$ cat config.mk
export PLATFORM = sky130hd
export DESIGN_NAME = ifctl_reg
export DESIGN_NICKNAME = d
export VERILOG_FILES = /design/src/inc/ifctl_pkg.sv /design/src/hdl/ifctl_reg.sv
export VERILOG_INCLUDE_DIRS = /design/src /design/src/inc
export SDC_FILE = /design/constraint.sdc
export NUM_CORES = 1
export LEC_CHECK = 0
export BUFFER_PORTS_ARGS = -buffer_cell sky130_fd_sc_hd__buf_2
export CAP_MARGIN = 20
export CORE_MARGIN = 4
export CORE_UTILIZATION = 40
export DETAILED_ROUTE_END_ITERATION = 7
export GPL_ROUTABILITY_DRIVEN = 0
export GPL_TIMING_DRIVEN = 0
export PLACE_DENSITY = 0.82
export SYNTH_ARGS = -nofsm -noshare
export SYNTH_HDL_FRONTEND = slang
export SYNTH_SLANG_ARGS = --single-unit
export TNS_END_PERCENT = 50
$ cat constraint.sdc
create_clock -name core_clk -period 2.09 [get_ports core_clk]
set_input_delay 0.418 -clock core_clk [delete_from_list [all_inputs] [get_ports core_clk]]
set_output_delay 0.418 -clock core_clk [all_outputs]
set_load 0.05 [all_outputs]
$ cat src/inc/ifctl_cfg.svh
// Offsets, field positions and reset values of the interface control register
`ifndef IFCTL_CFG_SVH
`define IFCTL_CFG_SVH

`define IFCTL_ADDR_WRITE   6'h07
`define IFCTL_ADDR_SET     6'h08
`define IFCTL_ADDR_CLEAR   6'h09
`define IFCTL_RESET_VALUE  8'h00
`define IFCTL_RESERVED_MSK 8'h14
`define IFCTL_RD_IDLE      8'h00
`define IFCTL_FLAG_RESET   1'h0
`define IFCTL_PULLUP_RESET 1'h1

`define IFCTL_BIT_PROT_DIS 7
`define IFCTL_BIT_PASSTHRU 6
`define IFCTL_BIT_INVERT   5
`define IFCTL_BIT_CLK_PWR  3
`define IFCTL_BIT_THREE_W  1
`define IFCTL_BIT_SIX_W    0

`endif

$ cat src/inc/ifctl_pkg.sv
// Types shared by the interface control register block
package ifctl_pkg;

    typedef enum logic [1:0]
    {
        IFCTL_ACC_WRITE = 2'b00,
        IFCTL_ACC_SET   = 2'b01,
        IFCTL_ACC_CLEAR = 2'b10,
        IFCTL_ACC_NONE  = 2'b11
    } ifctl_acc_t;

endpackage

$ cat src/hdl/ifctl_reg.sv
// Interface control register of the transceiver with its derived controls
// Notes on behaviour
// - Reads of 07h, 08h and 09h all return the register contents.
// - Write at 07h loads, 08h sets ones, 09h clears ones.
// - Protect enabled: weak pull-up on STP, data pull-downs when STP unexpectedly high.
// - Protect enabled: detect link no longer driving STP, then protect data inputs.
// - Protect disabled: remove STP pull-up and data-line pull-downs.
// - Invert bit set inverts the fault input; clear passes it unchanged.
// - Clock power bit keeps clock powered in serial modes when one, else unpowered.
// - Clock power bit honoured only in serial mode with low-power control at one.
// - Three-wire bit one selects 3-bit serial interface, zero the parallel one.
// - Leaving three-wire mode clears the three-wire bit automatically.
// - Six-wire bit one selects the 6-bit serial interface.
// - Leaving six-wire mode clears the six-wire bit automatically.
// - Low-power control zero enters low-power mode, keeping minimal blocks powered.
`timescale 1ns/100ps
`include "ifctl_cfg.svh"

module ifctl_reg
    import ifctl_pkg::*;
#(
    parameter int ADDR_W = 6
)
(
    input  wire logic              core_clk,
    input  wire logic              sys_rst,
    input  wire logic              reg_wr_en,
    input  wire logic [ADDR_W-1:0] reg_addr,
    input  wire logic [7:0]        reg_wr_data,
    input  wire logic              reg_rd_en,
    input  wire logic              three_wire_exit,
    input  wire logic              six_wire_exit,
    input  wire logic              low_power_n,
    input  wire logic              stp_in,
    input  wire logic              stp_driven,
    input  wire logic              fault_in,
    output logic      [7:0]        reg_rd_data,
    output logic                   reg_rd_valid,
    output logic      [7:0]        interface_control,
    output logic                   stp_pullup_en,
    output logic                   data_pulldown_en,
    output logic                   indicator_out,
    output logic                   serial_clock_powered,
    output logic                   three_wire_serial_mode,
    output logic                   six_wire_serial_mode,
    output logic                   low_power_mode
);

    // ==========================================================
    // Address decode
    function automatic ifctl_acc_t decode_acc(input logic [ADDR_W-1:0] addr);
        ifctl_acc_t acc;
        acc = IFCTL_ACC_NONE;
        case (addr)
            `IFCTL_ADDR_WRITE: acc = IFCTL_ACC_WRITE;
            `IFCTL_ADDR_SET:   acc = IFCTL_ACC_SET;
            `IFCTL_ADDR_CLEAR: acc = IFCTL_ACC_CLEAR;
            default:           acc = IFCTL_ACC_NONE;
        endcase
        return acc;
    endfunction

    // Drops the reserved positions so they always read zero
    function automatic logic [7:0] keep_defined(input logic [7:0] value);
        logic [7:0] kept;
        kept = value & ~`IFCTL_RESERVED_MSK;
        return kept;
    endfunction

    // One-hot mask for a single bit position
    function automatic logic [7:0] bit_mask(input logic pulse, input int unsigned pos);
        logic [7:0] mask;
        mask = {7'h00, pulse} << pos;
        return mask;
    endfunction

    // ==========================================================
    // Register bus decode signals
    ifctl_acc_t wr_acc;
    ifctl_acc_t rd_acc;
    logic       rd_hit;

    // ==========================================================
    // Control register and its next value
    logic [7:0] ctrl_q;
    logic [7:0] ctrl_d;
    logic [7:0] load_val;
    logic [7:0] set_val;
    logic [7:0] clear_val;
    logic [7:0] written;
    logic [7:0] auto_clr;

    // ==========================================================
    // Output flops and their next values
    logic [7:0] rd_data_q;
    logic [7:0] rd_data_d;
    logic       rd_valid_q;
    logic       rd_valid_d;
    logic       pullup_q;
    logic       pullup_d;
    logic       pulldown_q;
    logic       pulldown_d;
    logic       indicator_q;
    logic       indicator_d;
    logic       clk_pwr_q;
    logic       clk_pwr_d;
    logic       three_wire_q;
    logic       three_wire_d;
    logic       six_wire_q;
    logic       six_wire_d;
    logic       low_power_q;
    logic       low_power_d;
    logic       prot_on;
    logic       serial_on;
    logic       stp_floating;

    // ==========================================================
    // Access decode
    assign wr_acc = reg_wr_en ? decode_acc(reg_addr) : IFCTL_ACC_NONE;
    assign rd_acc = reg_rd_en ? decode_acc(reg_addr) : IFCTL_ACC_NONE;
    assign rd_hit = (rd_acc != IFCTL_ACC_NONE);

    // ==========================================================
    // Register update
    assign load_val  = reg_wr_data;
    assign set_val   = ctrl_q | reg_wr_data;
    assign clear_val = ctrl_q & ~reg_wr_data;
    assign written   = (wr_acc == IFCTL_ACC_WRITE) ? load_val
                     : (wr_acc == IFCTL_ACC_SET)   ? set_val
                     : (wr_acc == IFCTL_ACC_CLEAR) ? clear_val
                     : ctrl_q;

    // Leaving a serial mode clears its bit, winning over a same-cycle write
    assign auto_clr = bit_mask(three_wire_exit, `IFCTL_BIT_THREE_W)
                    | bit_mask(six_wire_exit, `IFCTL_BIT_SIX_W);
    assign ctrl_d   = keep_defined(written & ~auto_clr);

    always_ff @(posedge core_clk)
    begin
        if (sys_rst)
        begin
            ctrl_q <= `IFCTL_RESET_VALUE;
        end
        else
        begin
            ctrl_q <= ctrl_d;
        end
    end

    // ==========================================================
    // Read port
    // Unmapped reads answer with valid low and idle data
    assign rd_valid_d = rd_hit;
    assign rd_data_d  = rd_hit ? ctrl_q : `IFCTL_RD_IDLE;

    always_ff @(posedge core_clk)
    begin
        if (sys_rst)
        begin
            rd_valid_q <= `IFCTL_FLAG_RESET;
        end
        else
        begin
            rd_valid_q <= rd_valid_d;
        end
    end

    always_ff @(posedge core_clk)
    begin
        if (sys_rst)
        begin
            rd_data_q <= `IFCTL_RD_IDLE;
        end
        else
        begin
            rd_data_q <= rd_data_d;
        end
    end

    // ==========================================================
    // Interface protection
    // Pull-downs also cover a released STP, which the pull-up lifts
    assign prot_on      = ~ctrl_d[`IFCTL_BIT_PROT_DIS];
    assign stp_floating = ~stp_driven | stp_in;
    assign pullup_d     = prot_on;
    assign pulldown_d   = prot_on & stp_floating;

    always_ff @(posedge core_clk)
    begin
        if (sys_rst)
        begin
            pullup_q <= `IFCTL_PULLUP_RESET;
        end
        else
        begin
            pullup_q <= pullup_d;
        end
    end

    always_ff @(posedge core_clk)
    begin
        if (sys_rst)
        begin
            pulldown_q <= `IFCTL_FLAG_RESET;
        end
        else
        begin
            pulldown_q <= pulldown_d;
        end
    end

    // ==========================================================
    // Fault indicator
    assign indicator_d = fault_in ^ ctrl_d[`IFCTL_BIT_INVERT];

    always_ff @(posedge core_clk)
    begin
        if (sys_rst)
        begin
            indicator_q <= `IFCTL_FLAG_RESET;
        end
        else
        begin
            indicator_q <= indicator_d;
        end
    end

    // ==========================================================
    // Serial modes and clock power
    assign serial_on    = ctrl_d[`IFCTL_BIT_THREE_W] | ctrl_d[`IFCTL_BIT_SIX_W];
    assign clk_pwr_d    = serial_on & low_power_n & ctrl_d[`IFCTL_BIT_CLK_PWR];
    assign three_wire_d = ctrl_d[`IFCTL_BIT_THREE_W];
    assign six_wire_d   = ctrl_d[`IFCTL_BIT_SIX_W];

    always_ff @(posedge core_clk)
    begin
        if (sys_rst)
        begin
            clk_pwr_q <= `IFCTL_FLAG_RESET;
        end
        else
        begin
            clk_pwr_q <= clk_pwr_d;
        end
    end

    always_ff @(posedge core_clk)
    begin
        if (sys_rst)
        begin
            three_wire_q <= `IFCTL_FLAG_RESET;
        end
        else
        begin
            three_wire_q <= three_wire_d;
        end
    end

    always_ff @(posedge core_clk)
    begin
        if (sys_rst)
        begin
            six_wire_q <= `IFCTL_FLAG_RESET;
        end
        else
        begin
            six_wire_q <= six_wire_d;
        end
    end

    // ==========================================================
    // Low-power control
    assign low_power_d = ~low_power_n;

    always_ff @(posedge core_clk)
    begin
        if (sys_rst)
        begin
            low_power_q <= `IFCTL_FLAG_RESET;
        end
        else
        begin
            low_power_q <= low_power_d;
        end
    end

    // ==========================================================
    // Outputs
    assign reg_rd_data            = rd_data_q;
    assign reg_rd_valid           = rd_valid_q;
    assign interface_control      = ctrl_q;
    assign stp_pullup_en          = pullup_q;
    assign data_pulldown_en       = pulldown_q;
    assign indicator_out          = indicator_q;
    assign serial_clock_powered   = clk_pwr_q;
    assign three_wire_serial_mode = three_wire_q;
    assign six_wire_serial_mode   = six_wire_q;
    assign low_power_mode         = low_power_q;

endmodule

==> impl_metrics.sql <==
INSERT INTO impl_metrics (metric_group, metric, value, unit) VALUES
('outcome', 'outcome', 'complete, no violations', ''),
('power_and_ir_drop', 'total_leakage_power', '0.5350', 'nW'),
('job', 'timing.max_cap.violations', '0', ''),
('setup_path', 'cp_data_arrival_time', '2.00', 'ns'),
('floorplan', 'die_width', '51.36', 'um'),
('floorplan', 'core.rowCount', '15', ''),
('clock_tree', 'cts_max_path_buffers', '2', ''),
('global_route', 'gr-total-overflow', '0', ''),
('clock_tree', 'cts_max_level', '1', ''),
('synth', 'synth_seq_area_share', '47.92', '%'),
('layout', 'nFillCells', '157', ''),
('setup_path', 'critical_path_peak_fanout', '6', ''),
('route', 'via_count', '719', ''),
('synth', 'ys_top_cells_by_area', 'dfxtp_1 (48%), buf_4 (6.0%), and2_1 (5.0%), nor2_1 (3.5%), o21ai_0 (3.3%)', ''),
('global_route', 'grt_max_degree', '11', ''),
('synth', 'ys_types', '31', ''),
('synth', 'post-synth-top-count-cell', 'dfxtp_1', ''),
('synth', 'synthDominantAreaCellType', 'dfxtp_1', ''),
('placement', 'placement.cell_area', '999.7', 'um2'),
('placement', 'numPortBuffers', '41', ''),
('setup_path', 'crit_end_category', 'flip-flop', ''),
('route', 'route.final.wire_length', '1786', 'um'),
('synth', 'ys_top_cells_by_count', 'dfxtp_1 (18), nor2_1 (7), and2_1 (6), buf_4 (6), o21ai_0 (5)', ''),
('floorplan', 'design.die.area', '2638', 'um2'),
('layout', 'sequential_cell_area', '360.3', 'um2'),
('route', 'first_iter_violations', '13', ''),
('sta', 'achievable-frequency', '549.8', 'MHz'),
('synth', 'synth_enable_flop_cells', '0', ''),
('power_and_ir_drop', 'p_per_area', '634.6', 'nW/um2'),
('sta', 'setup-violations-final', '0', ''),
('synth', 'postSynthCellCount', '78', ''),
('global_route', 'grt_first_pass_wirelength', '2753', 'um'),
('setup_path', 'setup.worst_path.class', 'in2reg', ''),
('layout', 'drive_gt1_share', '44.44', '%'),
('floorplan', 'core_area', '1745', 'um2'),
('setup_path', 'timing.critical_path.from_type', 'primary input', ''),
('worst_hold_path', 'path_class_of_the_lowest_slack_min_delay_path', 'in2reg', ''),
('synth', 'number_of_register_bits_inferred_by_synthesis', '18', ''),
('clock_tree', 'holdBufCountCts', '0', ''),
('global_route', 'initial_antenna_violation_count', '0', ''),
('synth', 'synth_top_flop_cell', 'dfxtp_1', ''),
('layout', 'utilization', '59.35', '%'),
('sta', 'fin_worst_skew', '0.004672', 'ns'),
('global_route', 'overall_routing_resource_usage', '14.03', '%'),
('route', 'drt_pre_antenna_iters', '4', ''),
('placement', 'dp_hpwl', '1422', 'um'),
('route', 'avgRoutedWirePerCell', '11.83', 'um'),
('clock_tree', 'post_cts_resize_count', '0', ''),
('route', 'routed_via_density', '4.762', ''),
('synth', 'synth_largest_type_area_fraction', '47.92', '%'),
('sta', 'setup_repair_after_global_routing_missed_its_margin', 'false', ''),
('layout', 'finalInstanceArea', '1036', 'um2'),
('power_and_ir_drop', 'irDropWorstVdd', '0.0003154', 'V'),
('layout', 'multi_input_comb_area', '339.1', 'um2'),
('sta', 'timing.final.crit_share', '87.03', '%'),
('power_and_ir_drop', 'total_power', '657.4', 'uW'),
('sta', 'postLayoutSetupSlackWorst', '0.2712', 'ns'),
('synth', 'synth.yosys.warnings', '0', ''),
('placement', 'post-place-ws', '-0.02735', 'ns'),
('layout', 'antennaDiodeCount', '0', ''),
('layout', 'finalNetCount', '151', ''),
('clock_tree', 'clk-insertion-delay-late', '0.30', 'ns'),
('synth', 'post_synth.cell_area_avg', '9.641', 'um2'),
('sta', 'finalHoldViolations', '0', ''),
('clock_tree', 'cts_num_sinks', '18', ''),
('clock_tree', 'clk_transition_reported_paths', '0.10', 'ns'),
('floorplan', 'floorplan.initialDensity', '43.08', '%'),
('route', 'final_antenna_net_count', '0', ''),
('clock_tree', 'cts-buffers-inserted', '3', ''),
('floorplan', 'top_level_ports', '48', ''),
('sta', 'hold_slack', '0.2677', 'ns'),
('clock_tree', 'postCtsSetupBuffers', '0', ''),
('synth', 'syn-cell-area', '752.0', 'um2'),
('route', 'detail_route.drc_violations', '0', ''),
('global_route', 'via_count_of_the_first_global_routing_pass', '660', ''),
('sta', 'layout_min_cycle_time', '1.819', 'ns'),
('layout', 'syn_to_final_growth', '37.77', '%'),
('sta', 'final_max_slew_viol_count', '0', ''),
('clock_tree', 'cts_root_buffer', 'clkbuf_4', ''),
('setup_path', 'cp_data_required_time', '2.27', 'ns'),
('floorplan', 'die_h', '51.36', 'um'),
('synth', 'synthArstFlopShare', '0', '%'),
('clock_tree', 'cts_tree', 'built', '');
==> logic make-up (layout without fill, tap and decap cells) <==
logic type	after synthesis	in the layout	synth area share, %
compound gates	17	17	15.64
buf+inv	11	56	8.484
flops	18	18	47.92
other cells	1	4	0.4987
simple gates	31	31	27.46
==> metal layers <==
metal  wire, um  vias to the layer above  part of all wire (%)  track usage (%)
met2        881                       29                    49            24.58
met3        132                        5                   7.4            3.207
li1           -                      361                     -                -
met4         48                        0                   2.7            9.170
met5          0                        -                     0                0
met1        723                      324                    40            14.82
==> final timing paths <==
kind / start / endpoint / slack, ns / cells after the start
setup / recovery: reg_addr[2] / indicator_out / 0.27 / 6
hold / removal: low_power_n / low_power_mode / 0.27 / 2
setup reg to reg: interface_control[0] / serial_clock_powered / 0.97 / 3
hold reg to reg: interface_control[0] / reg_rd_data[0] / 0.51 / 1
==> final cells by class <==
type                            count  area share (%)
Sequential cell                    18           34.78
Clock buffer                        4           3.502
Buffer                              7           4.710
Multi-Input combinational cell     52           32.73
Inverter                            4           1.449
Timing Repair Buffer               41           19.81
Tap cell                           25           3.019
==> power breakdown <==
part           internal [mW]  switching (mW)
logic                 0.0314          0.0592
clock network          0.106           0.112
registers              0.347         0.00131
total                  0.485           0.172
==> critical path, stage by stage <==
cell	delay [ns]
buf_2	0.12
nor3b_1	0.29
a31oi_1	0.24
o21a_1	0.25
and4b_1	0.18
or4_1	0.51
==> flip-flops by register name (all words and copies together), names as in the netlist <==
register,cells
interface_control,6
reg_rd_data,6
data_pulldown_en,1
indicator_out,1
low_power_mode,1
reg_rd_valid,1
serial_clock_powered,1
stp_pullup_en,1
==> stage by stage <==
stage	cells	setup TNS, ns
6_report	151	0
5_1_grt	151	0
4_1_cts	151	0
3_5_place_dp	147	-0.02735
3_3_place_gp	147	0
2_1_floorplan	81	0
==> placed cells by master (no fill, tap or decap), types with 4 or more instances in the layout <==
cell | netlist | routed
buf_2 | 0 | 41
dfxtp_1 | 18 | 18
nor2_1 | 7 | 7
and2_1 | 6 | 6
buf_4 | 6 | 6
o21ai_0 | 5 | 5
inv_1 | 4 | 4
conb_1 | 1 | 4
Power figures use the tool's default switching activity.
